## config.mk

```make
export PLATFORM = sky130hd
export DESIGN_NAME = arc_aux_regulator_ctrl
export DESIGN_NICKNAME = d
export VERILOG_FILES = /design/src/arc_pkg.sv /design/src/arc_sticky_flag.sv /design/src/arc_aux_regulator_ctrl.sv
export SDC_FILE = /design/constraint.sdc
export NUM_CORES = 1
export LEC_CHECK = 0
export BUFFER_PORTS_ARGS = -buffer_cell sky130_fd_sc_hd__buf_2
export CORE_MARGIN = 4
export CORE_UTILIZATION = 25
export DETAILED_ROUTE_END_ITERATION = 10
export GPL_TIMING_DRIVEN = 0
export HOLD_SLACK_MARGIN = 0.1
export SLEW_MARGIN = 20
export SYNTH_ARGS = -nofsm -noshare
export SYNTH_HDL_FRONTEND = slang
export SYNTH_HIERARCHICAL = 1
export SYNTH_SLANG_ARGS = --single-unit
```

## constraint.sdc

```tcl
create_clock -name ref_clk -period 1.9 [get_ports ref_clk]
set_input_delay 0.095 -clock ref_clk [delete_from_list [all_inputs] [get_ports ref_clk]]
set_output_delay 0.095 -clock ref_clk [all_outputs]
set_load 0.02 [all_outputs]
```

## src/arc_pkg.sv

```systemverilog
package arc_pkg;
   // Configuration lock state
   typedef enum logic [2:0] {
      CFG_NONE  = 3'b001,
      CFG_INDEP = 3'b010,
      CFG_SHARE = 3'b100
   } arc_cfg_t;

   // Chip operating modes seen by the block
   typedef enum logic [2:0] {
      MODE_INIT     = 3'h0,
      MODE_NORMAL   = 3'h1,
      MODE_STOP     = 3'h2,
      MODE_SLEEP    = 3'h3,
      MODE_RESTART  = 3'h4,
      MODE_FAILSAFE = 3'h5
   } arc_mode_t;

   // Software control bits, written by the SPI register layer
   typedef struct packed {
      logic auxIndependentEnable;
      logic auxLoadShareEnable;
      logic loadShareKeepInStop;
      logic auxKeepOnSupplyLow;
      logic auxVoltageSelect;
   } arc_ctrl_t;

   // Status bits read back by software
   typedef struct packed {
      logic auxOvercurrentFlag;
      logic auxUndervoltageFlag;
      logic configErrorPulse;
   } arc_stat_t;

   localparam logic RST_KEEP_IN_STOP = 1'b0;
   localparam logic RST_OC_FLAG = 1'b0;
   localparam logic RST_UV_FLAG = 1'b0;
   localparam logic VSEL_5V0 = 1'b0;
   localparam logic VSEL_3V3 = 1'b1;
endpackage

```

## src/arc_sticky_flag.sv

```systemverilog
`timescale 1ns/1ps
// Sticky flag: set wins over clear; clear only acts once the cause is gone
module arc_sticky_flag #(
   parameter logic RESET_VALUE = 1'b0
) (
   input wire logic ref_clk,    // clock
   input wire logic arst_n,     // async reset
   input wire logic setCond,    // condition present
   input wire logic clearReq,   // clear request pulse
   output logic flag            // sticky flag
);
   logic next_flag;

   assign next_flag = setCond ? 1'b1 : (clearReq ? 1'b0 : flag);

   always_ff @(posedge ref_clk or negedge arst_n) begin
      if (!arst_n) begin
         flag <= RESET_VALUE;
      end else begin
         flag <= next_flag;
      end
   end
endmodule // arc_sticky_flag

```

## src/arc_aux_regulator_ctrl.sv

```systemverilog
`timescale 1ns/1ps
module arc_aux_regulator_ctrl (
   input wire logic ref_clk,                     // 25 MHz clock
   input wire logic arst_n,                      // power-on reset
   input wire logic softReset,                   // chip soft reset pulse
   input wire arc_pkg::arc_mode_t chipMode,      // chip mode
   input wire arc_pkg::arc_ctrl_t ctrl,          // control bits
   input wire logic ctrlWrite,                   // one-cycle write strobe for ctrl
   input wire logic ocClear,                     // clear overcurrent flag pulse
   input wire logic uvClear,                     // clear undervoltage flag pulse
   input wire logic shuntThresholdHit,           // shunt comparator output
   input wire logic auxOutputLow,                // output undervoltage comparator
   input wire logic supplyBelowUv,               // supply below supply_undervoltage_level
   output logic auxDriveEnable,                  // regulator pass drive enable
   output logic auxCurrentLimit,                 // current limitation active
   output logic auxVoltage3v3,                   // 1: 3.3 V target, 0: 5.0 V
   output arc_pkg::arc_cfg_t cfgState,           // locked configuration
   output arc_pkg::arc_stat_t status,            // status flags
   output logic loadShareKeepInStop              // stored keep-in-stop bit
);
   arc_pkg::arc_cfg_t next_cfgState;
   logic indepOn;
   logic next_indepOn;
   logic next_keep;
   logic keepOnLow;
   logic next_keepOnLow;
   logic vsel;
   logic next_vsel;
   logic cfgError;
   logic ocFlag;
   logic uvFlag;

   wire logic isIndep;
   wire logic isShare;
   wire logic inNormal;
   wire logic inStop;
   wire logic inFailSafe;
   wire logic inOff;
   wire logic pickIndep;
   wire logic pickShare;
   wire logic shareChange;

   assign isIndep = (cfgState == arc_pkg::CFG_INDEP);
   assign isShare = (cfgState == arc_pkg::CFG_SHARE);
   assign inNormal = (chipMode == arc_pkg::MODE_NORMAL);
   assign inStop = (chipMode == arc_pkg::MODE_STOP);
   assign inFailSafe = (chipMode == arc_pkg::MODE_FAILSAFE);
   // INIT keeps the regulator dark just as Fail-Safe does
   assign inOff = (chipMode == arc_pkg::MODE_INIT) || inFailSafe;

   // Configuration selection; writes after the lock never move it
   assign pickIndep = ctrlWrite && (cfgState == arc_pkg::CFG_NONE) && inNormal
      && ctrl.auxIndependentEnable && !ctrl.auxLoadShareEnable;
   // Load sharing wins when both enables arrive in one write
   assign pickShare = ctrlWrite && (cfgState == arc_pkg::CFG_NONE)
      && ctrl.auxLoadShareEnable;
   // In the load-sharing lock, any write that sets the independent enable or clears the load-sharing enable counts as a change attempt
   assign shareChange = ctrlWrite && isShare
      && (ctrl.auxIndependentEnable || !ctrl.auxLoadShareEnable);

   assign next_cfgState = pickShare ? arc_pkg::CFG_SHARE :
      (pickIndep ? arc_pkg::CFG_INDEP : cfgState);

   // Independent on/off stays writable after the lock
   assign next_indepOn = (ctrlWrite && isIndep) ? ctrl.auxIndependentEnable :
      (pickIndep ? 1'b1 : indepOn);
   assign next_keep = ctrlWrite ? ctrl.loadShareKeepInStop : loadShareKeepInStop;
   assign next_keepOnLow = ctrlWrite ? ctrl.auxKeepOnSupplyLow : keepOnLow;
   // Voltage select is frozen only in the load-sharing configuration
   assign next_vsel = (ctrlWrite && !isShare) ? ctrl.auxVoltageSelect : vsel;

   // Lock lives only on power-on reset; soft reset leaves it alone
   always_ff @(posedge ref_clk or negedge arst_n) begin
      if (!arst_n) begin
         cfgState <= arc_pkg::CFG_NONE;
      end else begin
         cfgState <= next_cfgState;
      end
   end

   // Soft reset drops the switch-on request but not the configuration
   always_ff @(posedge ref_clk or negedge arst_n) begin
      if (!arst_n) begin
         indepOn <= 1'b0;
      end else if (softReset) begin
         indepOn <= 1'b0;
      end else begin
         indepOn <= next_indepOn;
      end
   end

   always_ff @(posedge ref_clk or negedge arst_n) begin
      if (!arst_n) begin
         loadShareKeepInStop <= arc_pkg::RST_KEEP_IN_STOP;
      end else if (softReset) begin
         loadShareKeepInStop <= arc_pkg::RST_KEEP_IN_STOP;
      end else begin
         loadShareKeepInStop <= next_keep;
      end
   end

   always_ff @(posedge ref_clk or negedge arst_n) begin
      if (!arst_n) begin
         keepOnLow <= 1'b0;
      end else if (softReset) begin
         keepOnLow <= 1'b0;
      end else begin
         keepOnLow <= next_keepOnLow;
      end
   end

   // Soft reset keeps the chosen output level
   always_ff @(posedge ref_clk or negedge arst_n) begin
      if (!arst_n) begin
         vsel <= arc_pkg::VSEL_5V0;
      end else if (!softReset) begin
         vsel <= next_vsel;
      end
   end

   always_ff @(posedge ref_clk or negedge arst_n) begin
      if (!arst_n) begin
         cfgError <= 1'b0;
      end else if (softReset) begin
         cfgError <= 1'b0;
      end else begin
         cfgError <= shareChange;
      end
   end

   // Mode gating of the output
   wire logic supplyGate;
   wire logic shareRun;
   wire logic indepRun;
   wire logic next_drive;
   wire logic ocCond;
   wire logic uvCond;

   assign supplyGate = !supplyBelowUv || keepOnLow;
   assign shareRun = isShare && (inNormal
      || (inStop && loadShareKeepInStop));
   // Independent output keeps its switch state in Stop, Sleep and Restart
   assign indepRun = isIndep && indepOn && !inOff;
   assign next_drive = !inFailSafe && supplyGate && (shareRun || indepRun);

   // Current limit and undervoltage only in the independent configuration
   // Both need the drive on, so a fault is only detected while auxDriveEnable is high
   assign ocCond = isIndep && auxDriveEnable && shuntThresholdHit;
   assign uvCond = isIndep && auxDriveEnable && auxOutputLow;

   arc_sticky_flag #(
      .RESET_VALUE(arc_pkg::RST_OC_FLAG)
   ) u_ocFlag (
      .ref_clk(ref_clk),
      .arst_n(arst_n),
      .setCond(ocCond),
      .clearReq(ocClear),
      .flag(ocFlag)
   );

   arc_sticky_flag #(
      .RESET_VALUE(arc_pkg::RST_UV_FLAG)
   ) u_uvFlag (
      .ref_clk(ref_clk),
      .arst_n(arst_n),
      .setCond(uvCond),
      .clearReq(uvClear),
      .flag(uvFlag)
   );

   // Looks at the next configuration so the load-sharing lock cycle never shows 3.3 V
   wire logic show3v3;
   assign show3v3 = (next_cfgState != arc_pkg::CFG_SHARE)
      && (vsel == arc_pkg::VSEL_3V3);

   always_ff @(posedge ref_clk or negedge arst_n) begin
      if (!arst_n) begin
         auxDriveEnable <= 1'b0;
      end else begin
         auxDriveEnable <= next_drive;
      end
   end

   always_ff @(posedge ref_clk or negedge arst_n) begin
      if (!arst_n) begin
         auxCurrentLimit <= 1'b0;
      end else begin
         auxCurrentLimit <= ocCond;
      end
   end

   always_ff @(posedge ref_clk or negedge arst_n) begin
      if (!arst_n) begin
         auxVoltage3v3 <= 1'b0;
      end else begin
         auxVoltage3v3 <= show3v3;
      end
   end

   // Status word is wired straight from the flag registers
   assign status.auxOvercurrentFlag = ocFlag;
   assign status.auxUndervoltageFlag = uvFlag;
   assign status.configErrorPulse = cfgError;
endmodule // arc_aux_regulator_ctrl

```

# Word-level counts from Yosys, hierarchy flattened
# Index checks and enable logic that the tools add are counted.
# word_totals
ff_bits,13
input_bits,17
output_inout_bits,10
elab_cells,68
# classes
eq_ne,7
mux,14
bitwise_logic,1
reduce_logical,35
# ops
cell,count
logical AND 1 bit,19
two-way mux 1 bit,12
== test 3 x 1 -> 1 bit (second input constant),2
== test 3 x 2 -> 1 bit (second input constant),2
== test 3 bit (second input constant),2
two-way mux 3 bit,2
nonzero test 2 bit,3
zero test 1 bit,5
logical OR 1 bit,5
zero test 3 bit,1
!= test 3 bit (second input constant),1
nonzero test 3 bit,1
AND reduction 2 bit,1
inverter 1 bit,1

# Depth between registers and ports, before layout
# Gate-level depths: netlist of the first run.
# logic_depth
ltp_word,9
ltp_mapped,4
ltp_nobuf,3

# Cells and area by module
# Netlist of the first run, hierarchy kept.
# modules_own_cells
mod,n_inst,cells_per_inst,area_each_um2,seq_area_each_um2
arc_aux_regulator_ctrl,1,50,574.3,276.5
arc_sticky_flag,2,3,36.3,25.0

# Least setup slack after synthesis of the first run
# No wires, ideal clock.
# synth_timing
path_type,register to register
start,register cfgState[1]
end,register vsel
setup_ps,125
arrival_ps,1316
required_ps,1775
path_slack_ps,459
path_stages_with_launch,4
n_path_buf,0
period_less_slack_ps,1441
path_cell_list,dfrtp_1 -> or3b_4 -> nand3b_4 -> mux2_4
# synth_via
elab_chain_cells,4
# synth_rtl
item,line_no,source
"start, declared",arc_aux_regulator_ctrl.sv:17,"output arc_pkg::arc_cfg_t cfgState,"
"start signal, assigned",arc_aux_regulator_ctrl.sv:75,cfgState <= arc_pkg::CFG_NONE;
"start signal, assigned",arc_aux_regulator_ctrl.sv:77,cfgState <= next_cfgState;
== test 3 bit,arc_aux_regulator_ctrl.sv:44,assign isShare = (cfgState == arc_pkg::CFG_SHARE);
zero test 1 bit,arc_aux_regulator_ctrl.sv:70,assign next_vsel = (ctrlWrite && !isShare) ? ctrl.auxVoltageSelect : vsel;
logical AND 1 bit,arc_aux_regulator_ctrl.sv:70,
AND reduction 2 bit (no source line),--,
"end signal, assigned",arc_aux_regulator_ctrl.sv:115,vsel <= arc_pkg::VSEL_5V0;
"end signal, assigned",arc_aux_regulator_ctrl.sv:117,vsel <= next_vsel;
"end, declared",arc_aux_regulator_ctrl.sv:27,logic vsel;
# Every way passes these cells.
# A chain may end at the register's enable or synchronous reset.

# Worst setup path after layout of the first run
# layout_timing
start,register cfgState[1]
end,register cfgError
# layout_via
elab_chain_cells,4
# layout_rtl
item,line_no,source
== test 3 bit,arc_aux_regulator_ctrl.sv:44,
logical AND 1 bit,arc_aux_regulator_ctrl.sv:58,assign shareChange = ctrlWrite && isShare
logical AND 1 bit,arc_aux_regulator_ctrl.sv:59,&& (ctrl.auxIndependentEnable || !ctrl.auxLoadShareEnable);
two-way mux 1 bit,arc_aux_regulator_ctrl.sv:124,end else if (softReset) begin
"end signal, assigned",arc_aux_regulator_ctrl.sv:127,cfgError <= shareChange;
"end, declared",arc_aux_regulator_ctrl.sv:29,logic cfgError;
# Every way passes these cells.

==> results by group, run 1 <==
Final layout
  • Area of the multi-input gates: around 270 um^2
  • Share of layout cells above drive strength 1: 40.6%
  • Fill cells: between 200 and 300
  • FF+latch area: about 330 um^2
  • Nets@finish: roughly 110
  • # diodes: 0
  • Post-Layout Cell Count: around 130
  • Fin area: roughly 950 um^2
  • Layout overhead on the synthesized area: 46.2%

Clock network
  • CTS tree: done
  • Worst-path clk slew: roughly 0.08 ns
  • Clock Tree Root: clkbuf_4
  • CTS sink count: 13
  • Clock Tree Buf Depth: 2
  • Worst skew pair latency: 0.28 ns
  • CTS H-tree depth: 1
  • CTS buffer count: 3

Route
  • Routed WL: about 1400 um
  • # DRC: 0
  • Detailed Route Iter0 Violations: 5
  • Routed vias: ~570
  • DR WL/cell: 11.2 um
  • DRT antenna net count: 0
  • First-pass DRT Iterations: 2
  • Via density: between 4 and 5

Timing
  • Worst slew margin: about four fifths
  • Hold Slack: between 0.1 and 0.15 ns
  • Final min period: around 1.8 ns
  • Clock Skews: between 0.005 and 0.006 ns
  • Tcrit/Tclk final: roughly 94%
  • Unrepaired setup endpoints after global routing: no
  • Endpoints failing setup: 0
  • Max Clock Freq: about 560 MHz
  • Setup TNS after final layout: 0 ns
  • Final Max Tran Viols: 0
  • Hold Violations, Final: 0
  • Worst-Margin Slew: 0.310 ns

Pwr
  • Pwr Density: 559 nW/um^2
  • Pleak: approximately 0.54 nW
  • Worst VDD drop: ~0.3 mV

Synth
  • Top cell type by total area after synthesis: dfrtp_1
  • Post-synth top cells: 12 x dfrtp_1, 6 x inv_1, 4 x buf_4, 4 x nor2_1
  • Post-synth EDFFs: 0
  • Mapped Nets: 73
  • Ys async rst share: 100%
  • FF+latch count, synth: 13
  • Top cell type's share of synthesized area: a little under half
  • Syn Area/Cell: around 12 um^2
  • Largest cells by area after synthesis: dfrtp_1 46%, buf_4 4.6%, dfstp_2 4.1%
  • Register area share after synthesis: between 50% and 60%
  • Syn Inst Count: 56
  • Distinct cells, synth: 27
  • Synth Cell Area: 647 um^2
  • Most frequent cell after synthesis: dfrtp_1
  • Ys flop type: dfrtp_1
  • Synth Warn #: 6

Placement
  • Dpl cells: 111
  • HPWL after detailed placement: between 1000 and 1500 um
  • Placed cell areas: around 810 um^2
  • GP Congestion: about 0.84
  • Port Buf Inserts: 25

Critical path
  • Worst r2r src: cfgState[1]
  • Worst setup path category: reg -> reg
  • Max incr delay on CP: about 0.59 ns
  • Crit path DAT: around 2 ns
  • CP Capture Type: flip-flop
  • Startpoint types: flip-flop
  • Worst setup startpoint: cfgState[1]
  • Req. time, crit path: around 2.1 ns
  • Cells along the critical path: or3b_4, a2111oi_2, dlygate4sd3_1
  • Largest fanout on the critical path: 9
  • Slowest CP cell: dlygate4sd3_1

Floorplanning
  • Cell Rows: 18
  • IO Count: 27
  • Initial core utilization: 26.1%
  • DIE HEIGHT: between 50 and 60 um
  • Die width: around 60 um
  • Die area: roughly 3500 um^2
  • Core footprint: ~2500 um^2

Hold path
  • HP Class: in -> reg
  • Hold_sp: shuntThresholdHit

Global route
  • First-pass GRT wire length: roughly 2300 um
  • Initial antenna violation count: 0
  • Largest net degree at the start of global routing: 14
  • GRT overflow: 0
  • Number of global-route vias before repair: around 550
  • Gr usage total: 9.00%

Flow run
  • Max-Cap Viols: 0

Run status
  • Status: finished, final reports clean
==> critical path, delay by kind of cell, from the launching register on <==
family                 cells  cell delay (ns)
AND/OR/NAND/NOR            1             0.46
AO/OA/AOI/OAI              1             0.21
flip-flops                 1             0.47
buffers and inverters      1             0.59
==> where the power goes <==
part | internal (mW) | leakage, nW | switching, mW
Combinational | 0.0406 | 0.356 | 0.0314
Sequential | 0.281 | 0.170 | 0.00253
Clock | 0.0814 | 0.0150 | 0.0921
==> area by class of cell <==
type,instances,area share [%]
flip-flops and latches,13,34.5
multi-input cells,33,28.3
repair buffers,36,24.9
well taps,30,3.97
plain buffers,4,3.17
clock buffers,4,2.78
inverters,6,2.38
==> kinds of logic (layout without fill, tap and decap cells) <==
family / after synthesis / in the layout / share of synthesized area (%)
and+or+nand+nor: 18 / 18 / 19.9
xor gates and xnor gates: 1 / 1 / 1.35
DFF: 13 / 13 / 50.5
buffers and inverters: 10 / 50 / 8.12
muxes: 3 / 3 / 5.42
AOI/OAI and AO/OA: 11 / 11 / 14.7
==> flip-flops by register name, indices dropped and copies added, names as in the netlist <==
register and flops:
loadShareKeepInStop 1, auxVoltage3v3 1, cfgError 1, keepOnLow 1
auxDriveEnable 1, cfgState 3, auxCurrentLimit 1, vsel 1
u_ocFlag/flag 1, indepOn 1, u_uvFlag/flag 1
==> metal layers <==
metal | global-route usage [%] | routed length (um) | up-vias
met3 | 2.85 | 147 | 4
met2 | 14.7 | 631 | 22
met4 | 3.88 | 28 | 0
met1 | 10.9 | 603 | 265
li1 | - | - | 278
met5 | 0 | 0 | -
==> worst paths after layout <==
path	end	slack [ns]	depth (start not counted)
max	cfgError	0.11	3
min	auxCurrentLimit	0.11	2
max reg2reg	cfgError	0.11	3
min reg2reg	u_ocFlag/flag	0.48	1
max in group asynchronous	cfgState[0]	1.39	2
min in group asynchronous	auxDriveEnable	0.23	2
==> layout by cell type, fill, tap and decap left out, drive strengths merged, types with 2 or more instances in the layout <==
master / netlist / routed
nand2: 3 / 3
mux2i: 2 / 2
a21o: 2 / 2
and4bb: 2 / 2
inv: 6 / 6
nor2: 4 / 4
a2111oi: 2 / 2
dlygate4sd3: 0 / 11
and3: 3 / 3
buf: 4 / 29
dfrtp: 12 / 12
clkbuf: 0 / 4
==> what timing repair did <==
action / 4_1_cts / 5_1_grt
endpoints found under the hold margin: 23 / 0
hold buffers: 11 / 0
resized for setup: 0 / 0
setup buffers: 0 / 0
==> through the flow <==
stage | setup slack, ns | utilization [%] | power (mW)
after global routing | 0.0796 | 38.2 | 0.562
final | 0.112 | 38.2 | 0.529
after detailed placement | 0.487 | 32.7 | 0.345
after global placement | 0.493 | 32.7 | 0.344
after floorplan | 0.459 | - | 0.313
after CTS | 0.0931 | 38.2 | 0.538
Power figures use the tool's default switching activity.
==> inputs of run 2 (changes only) <==
==> constraint.sdc (replaced) <==
create_clock -name ref_clk -period 1.6 [get_ports ref_clk]
set_input_delay 0.08 -clock ref_clk [delete_from_list [all_inputs] [get_ports ref_clk]]
set_output_delay 0.08 -clock ref_clk [all_outputs]
set_load 0.01 [all_outputs]
==> run 2 against run 1 <==
Via count down 1.9%; non-clock buffer count stayed put; routed wire length up 1.1%; sequential cell count did not move; final cell count unchanged; critical path depth did not move; worst setup slack gained 0.059 ns; largest power group unchanged; highest routed layer unchanged.
==> results by group, run 2 (synthesis results as in run 1) <==
Pwr
  • Sequential power share: 54.0% (was 53.6%)
  • Logic pwr share: 13.2% (was 13.6%)
  • Worst VDD drop: 0.348 mV (was 0.294 mV)
  • Pwr Density: 660 nW/um^2 (was 559 nW/um^2)
  • Switching share of power: 23.3% (was 23.8%)
  • Cell-internal power: 0.479 mW (was 0.403 mW)
  • Psw: 0.146 mW (was 0.126 mW)
  • Clock power share: 32.9% (was 32.8%)
  • Pleak: 0.539 nW (was 0.541 nW)
  • Pwr Total: 0.624 mW (was 0.529 mW)

Final layout
  • Largest register FFs: 3 (unchanged)
  • # diodes: 0 (unchanged)
  • Most flops, register: cfgState (unchanged)
  • Post-layout util: 38.2% (unchanged)
  • Post-Layout Cell Count: 126 (unchanged)
  • Share of layout cells above drive strength 1: 40.6% (unchanged)
  • Fin area: 946 um^2 (unchanged)
  • Layout overhead on the synthesized area: 46.2% (unchanged)
  • Fill cells: 253 (was 256)
  • Leading cell types in the layout, fill and taps excluded: 25 x buf_2, 12 x dfrtp_1, 11 x dlygate4sd3_1 (unchanged)
  • Nets@finish: 114 (unchanged)
  • Most common cell after layout, fill and taps aside: buf_2 (unchanged)

Critical path
  • Largest fanout on the critical path: 9 (unchanged)
  • Req. time, crit path: 1.76 ns (was 2.12 ns)
  • CP Capture Type: flip-flop (unchanged)
  • Startpoint types: flip-flop (unchanged)
  • R2R Setup Slk: 0.17 ns (was 0.11 ns)
  • Worst setup path endpoint: vsel (was cfgError)
  • Worst setup startpoint: cfgState[1] (unchanged)
  • Crit path DAT: 1.59 ns (was 2.00 ns)
  • Worst r2r src: cfgState[1] (unchanged)
  • Worst r2r dst: vsel (was cfgError)
  • R2R cell count: 3 (unchanged)
  • Worst setup path category: reg -> reg (unchanged)

Timing
  • Clock Skews: 0.00563 ns (was 0.00592 ns)
  • Setup ws final: 0.171 ns (was 0.112 ns)
  • Tcrit/Tclk final: 89.3% (was 94.1%)
  • Max Clock Freq: 700 MHz (was 559 MHz)
  • Final min period: 1.43 ns (was 1.79 ns)
  • Final Max Tran Viols: 0 (unchanged)
  • Worst-Margin Slew: 0.310 ns (about the same)
  • Hold Violations, Final: 0 (unchanged)
  • Worst slew margin: 79.3% (about the same)
  • Endpoints failing setup: 0 (unchanged)
  • Hold Slack: 0.111 ns (was 0.105 ns)
  • Unrepaired setup endpoints after global routing: no (unchanged)
  • Setup TNS after final layout: 0 ns (unchanged)

Route
  • # DRC: 0 (unchanged)
  • Via density: 4.43 (was 4.52)
  • First-pass DRT Iterations: 2 (unchanged)
  • Detailed Route Iter0 Violations: 3 (was 5)
  • DR WL/cell: 11.3 um (was 11.2 um)
  • Routed WL: 1430 um (was 1410 um)
  • Routed vias: 558 (was 569)
  • DRT antenna net count: 0 (unchanged)

Placement
  • GP Congestion: 0.842 (unchanged)
  • Port Buf Inserts: 25 (unchanged)
  • HPWL after detailed placement: 1110 um (unchanged)
  • Dpl cells: 111 (unchanged)
  • Placed cell areas: 810 um^2 (unchanged)
  • DP Worst Slack: 0.187 ns (was 0.487 ns)

Clock network
  • CTS tree: done (unchanged)
  • CTS buffer count: 3 (unchanged)
  • Worst-path clk slew: 0.08 ns (about the same)
  • CTS H-tree depth: 1 (unchanged)
  • CTS sink count: 13 (unchanged)
  • Post-CTS setup buffer count: 0 (unchanged)
  • Clock Tree Buf Depth: 2 (unchanged)
  • Clock Tree Root: clkbuf_4 (unchanged)
  • Post-CTS sizing: 0 (unchanged)
  • Worst skew pair latency: 0.28 ns (about the same)

Global route
  • First-pass GRT wire length: 2310 um (was 2320 um)
  • Initial antenna violation count: 0 (unchanged)
  • Number of global-route vias before repair: 539 (was 545)
  • Gr usage total: 9.00% (unchanged)
  • GRT overflow: 0 (unchanged)
  • Largest net degree at the start of global routing: 14 (unchanged)

Floorplanning
  • DIE HEIGHT: 58.9 um (unchanged)
  • Die width: 58.9 um (unchanged)
  • Initial core utilization: 26.1% (unchanged)
  • Cell Rows: 18 (unchanged)
  • Core footprint: 2480 um^2 (unchanged)
  • IO Count: 27 (unchanged)
  • Die area: 3470 um^2 (unchanged)

Flow run
  • Max-Cap Viols: 0 (unchanged)

Hold path
  • HP Class: in -> reg (unchanged)

Run status
  • Status: finished, final reports clean (unchanged)
## run 2: cell counts in the layout (fill, tap and decap cells not counted)
No cell type changed its count.
## run 2: timing repair
action,CTS,global route
hold buffers,11,0
endpoints found under the setup margin,0,0
endpoints found under the hold margin,24,0
## run 2: routing by layer
metal | track usage, % | wire length, um | up-vias
met5 | 0 | 0 | -
met4 | 3.88 | 17 | 0
met3 | 2.85 | 141 | 2
met2 | 14.7 | 647 | 22
met1 | 10.9 | 619 | 256
li1 | - | - | 278
## run 2: critical path: stages, from the launching register on
cell      delay [ns]
dfrtp_1         0.47
or3b_4          0.46
nand3b_4        0.09
mux2_4          0.29
## run 2: worst min path at each step
stage                 start              end  slack [ns]  depth (start not counted)
floorplan            arst_n  auxCurrentLimit       -0.22                          0
global placement     arst_n    u_uvFlag/flag       -0.02                          1
detailed placement   arst_n      cfgState[2]       -0.01                          1
CTS                 ctrl[4]         cfgError        0.11                          3
global route        ctrl[4]         cfgError        0.11                          3
finish              ctrl[4]         cfgError        0.11                          3
## run 2: final cells by class
type,instances,area (um^2),share of cell area [%]
multi-input cells,33,268,28.3
clock buffers,4,26.3,2.78
repair buffers,36,235,24.9
flip-flops and latches,13,327,34.5
inverters,6,22.5,2.38
well taps,30,37.5,3.97
plain buffers,4,30.0,3.17
## run 2: power groups by stage
stage	sequential [mW]	combinational (mW)	clock [mW]
floorplan	0.344	0.0246	0
CTS	0.337	0.0844	0.215
global placement	0.344	0.0618	0
finish	0.337	0.0823	0.205
global route	0.338	0.0932	0.233
detailed placement	0.343	0.0636	0
==> inputs of run 3 (changes only) <==
--- a/config.mk
+++ b/config.mk
@@ -5,6 +5,7 @@
 export SDC_FILE = /design/constraint.sdc
 export NUM_CORES = 1
 export LEC_CHECK = 0
+export ABC_AREA = 1
 export BUFFER_PORTS_ARGS = -buffer_cell sky130_fd_sc_hd__buf_2
 export CORE_MARGIN = 4
 export CORE_UTILIZATION = 25
==> run 3 against run 2 <==
Via count rose by 17%; sequential power barely moved; sequential share of layout area barely moved; combinational power rose by 1%; sequential cell count did not move; clock skew fell by 0.0052 ns; critical path type unchanged; highest routed layer unchanged.
==> results by group, run 3 <==
Run status
  • Status: finished, final reports clean (unchanged)

Route
  • # DRC: 0 (unchanged)
  • DRT antenna net count: 0 (unchanged)
  • First-pass DRT Iterations: 4 (was 2)
  • Routed vias: 652 (was 558)
  • Routed WL: 1430 um (about the same)
  • Via density: 4.23 (was 4.43)
  • Detailed Route Iter0 Violations: 3 (unchanged)
  • DR WL/cell: 9.29 um (was 11.3 um)

Final layout
  • Nets@finish: 142 (was 114)
  • Fill cells: 268 (was 253)
  • Most flops, register: cfgState (unchanged)
  • Leading cell types in the layout, fill and taps excluded: 26 x buf_2, 20 x nand2_1, 16 x inv_1 (was 25 x buf_2, 12 x dfrtp_1, 11 x dlygate4sd3_1)
  • Largest register FFs: 3 (unchanged)
  • Share of layout cells above drive strength 1: 30.6% (was 40.6%)
  • Layout overhead on the synthesized area: 47.3% (was 46.2%)
  • # diodes: 0 (unchanged)
  • Most common cell after layout, fill and taps aside: buf_2 (unchanged)

Timing
  • Final Max Tran Viols: 0 (unchanged)
  • Final min period: 1.19 ns (was 1.43 ns)
  • Clock Skews: 0.000455 ns (was 0.00563 ns)
  • Worst slew margin: 81.4% (was 79.3%)
  • Hold Violations, Final: 0 (unchanged)
  • Setup TNS after final layout: 0 ns (unchanged)
  • Max Clock Freq: 843 MHz (was 700 MHz)
  • Hold Slack: 0.110 ns (was 0.111 ns)
  • Endpoints failing setup: 0 (unchanged)
  • Worst-Margin Slew: 0.280 ns (was 0.310 ns)
  • Tcrit/Tclk final: 74.1% (was 89.3%)
  • Unrepaired setup endpoints after global routing: no (unchanged)

Critical path
  • CP Capture Type: flip-flop (unchanged)
  • Worst setup path category: reg -> reg (unchanged)
  • Startpoint types: flip-flop (unchanged)
  • Crit path DAT: 1.39 ns (was 1.59 ns)
  • Largest fanout on the critical path: 5 (was 9)
  • Req. time, crit path: 1.81 ns (was 1.76 ns)

Clock network
  • CTS tree: done (unchanged)
  • CTS sink count: 13 (unchanged)
  • Worst skew pair latency: 0.27 ns (was 0.28 ns)
  • CTS buffer count: 3 (unchanged)
  • CTS H-tree depth: 1 (unchanged)
  • Clock Tree Buf Depth: 2 (unchanged)
  • Post-CTS sizing: 0 (unchanged)
  • Clock Tree Root: clkbuf_4 (unchanged)
  • Worst-path clk slew: 0.08 ns (about the same)

Synth
  • FF+latch count, synth: 13 (unchanged)
  • Top cell type by total area after synthesis: dfrtp_1 (unchanged)
  • Syn Inst Count: 83 (was 56)
  • Mapped Nets: 100 (was 73)
  • Ys flop type: dfrtp_1 (unchanged)
  • Largest cells by area after synthesis: dfrtp_1 47%, nand2_1 12%, inv_1 9.3% (was dfrtp_1 46%, buf_4 4.6%, dfstp_2 4.1%)
  • Most frequent cell after synthesis: nand2_1 (was dfrtp_1)
  • Synth Warn #: 6 (unchanged)
  • Top cell type's share of synthesized area: 46.7% (was 46.4%)
  • Syn Area/Cell: 7.75 um^2 (was 11.6 um^2)
  • Post-synth EDFFs: 0 (unchanged)
  • Post-synth top cells: 20 x nand2_1, 16 x inv_1, 12 x dfrtp_1, 12 x nor2_1, 5 x a21oi_1 (was 12 x dfrtp_1, 6 x inv_1, 4 x buf_4, 4 x nor2_1)
  • Register area share after synthesis: 50.8% (was 50.5%)
  • Ys async rst share: 100% (unchanged)
  • Distinct cells, synth: 18 (was 27)
  • Synth Cell Area: 643 um^2 (was 647 um^2)

Floorplanning
  • Cell Rows: 18 (unchanged)
  • Core footprint: 2450 um^2 (was 2480 um^2)
  • DIE HEIGHT: 58.7 um (was 58.9 um)
  • Initial core utilization: 26.2% (was 26.1%)
  • Die width: 58.7 um (was 58.9 um)
  • IO Count: 27 (unchanged)
  • Die area: 3450 um^2 (was 3470 um^2)

Global route
  • Number of global-route vias before repair: 600 (was 539)
  • GRT overflow: 0 (unchanged)
  • Initial antenna violation count: 0 (unchanged)
  • Gr usage total: 9.38% (was 9.00%)
  • First-pass GRT wire length: 2420 um (was 2310 um)
  • Largest net degree at the start of global routing: 14 (unchanged)

Placement
  • GP Congestion: 0.829 (was 0.842)
  • Port Buf Inserts: 26 (was 25)
  • HPWL after detailed placement: 1130 um (was 1110 um)

Pwr
  • Pwr Density: 658 nW/um^2 (was 660 nW/um^2)
  • Pleak: 0.513 nW (was 0.539 nW)
  • Worst VDD drop: 0.360 mV (was 0.348 mV)

Flow run
  • Max-Cap Viols: 0 (unchanged)

Hold path
  • HP Class: in -> reg (unchanged)
-- run 3: cell count changes in the layout (fill, tap and decap cells not counted), sizes merged, moves of 2 or more --
cell     previous run  this run
and4bb              2         0
inv                 6        17
nor3                0         2
a21oi               1         5
a2111oi             2         0
nor2                4        12
a21o                2         0
nand2               3        21
mux2i               2         0
o21ai               1         4
and3                3         0
-- run 3: worst max-delay path, stage by stage (launching register included) --
cell and delay [ns]:
dfstp_2 0.58, nand2_2 0.08, nor3_2 0.14, nand2_1 0.12, nand3_1 0.08, nor2_1 0.04
nor2_1 0.08
-- run 3: kinds of logic (layout without fill, tap and decap cells) --
kind of cell,count (synthesis),after routing,share of synthesized area [%]
AOI/OAI and AO/OA,10,10,8.17
buffers and inverters,21,62,14.0
and+or+nand+nor,39,39,27.0
DFF,13,13,50.8
-- run 3: repair_timing --
| action | CTS | global route |
|---|---|---|
| hold endpoints to repair | 23 | 0 |
| hold buffers | 11 | 0 |
| buffers inserted | 0 | 0 |
-- run 3: worst paths after layout --
check,from,end,slack (ns),depth (start not counted)
setup / recovery,cfgState[0],auxVoltage3v3,0.41,6
hold / removal,ctrl[4],cfgError,0.11,3
setup reg to reg,cfgState[0],auxVoltage3v3,0.41,6
hold reg to reg,u_ocFlag/flag,u_ocFlag/flag,0.47,2
max in group asynchronous,arst_n,cfgState[0],1.12,2
min in group asynchronous,arst_n,auxVoltage3v3,0.21,2
-- run 3: where the power goes --
| group | total (mW) | internal (mW) | switching, mW |
|---|---|---|---|
| logic | 0.0834 | 0.0442 | 0.0392 |
| registers | 0.340 | 0.337 | 0.00269 |
| clock network | 0.200 | 0.0966 | 0.103 |
-- run 3: final cells by class --
type | instances | area, um^2 | share of cell area (%)
multi-input cells | 49 | 226 | 23.9
well taps | 30 | 37.5 | 3.96
plain buffers | 3 | 22.5 | 2.38
inverters | 18 | 67.6 | 7.13
repair buffers | 37 | 240 | 25.4
clock buffers | 4 | 26.3 | 2.77
flip-flops and latches | 13 | 327 | 34.5
-- run 3: routing by layer --
layer	GRT usage, %	routed length, um	vias to the layer above
met1	10.2	575	299
met3	2.63	118	3
li1	-	-	330
met5	0	0	-
met4	4.85	24	0
met2	16.4	713	20
-- run 3: metrics by stage --
| stage | utilization, % | cells | power (mW) | worst slack (ns) | cell area, um^2 |
|---|---|---|---|---|---|
| 6_report | 38.6 | 154 | 0.623 | 0.414 | 947 |
| 5_1_grt | 38.6 | 154 | 0.658 | 0.257 | 947 |
| 4_1_cts | 38.6 | 154 | 0.636 | 0.396 | 947 |
| 3_5_place_dp | 33.0 | 139 | 0.411 | 0.417 | 811 |
| 3_3_place_gp | 33.0 | 139 | 0.410 | 0.440 | 811 |
| 2_1_floorplan | - | 83 | 0.371 | 0.481 | 643 |
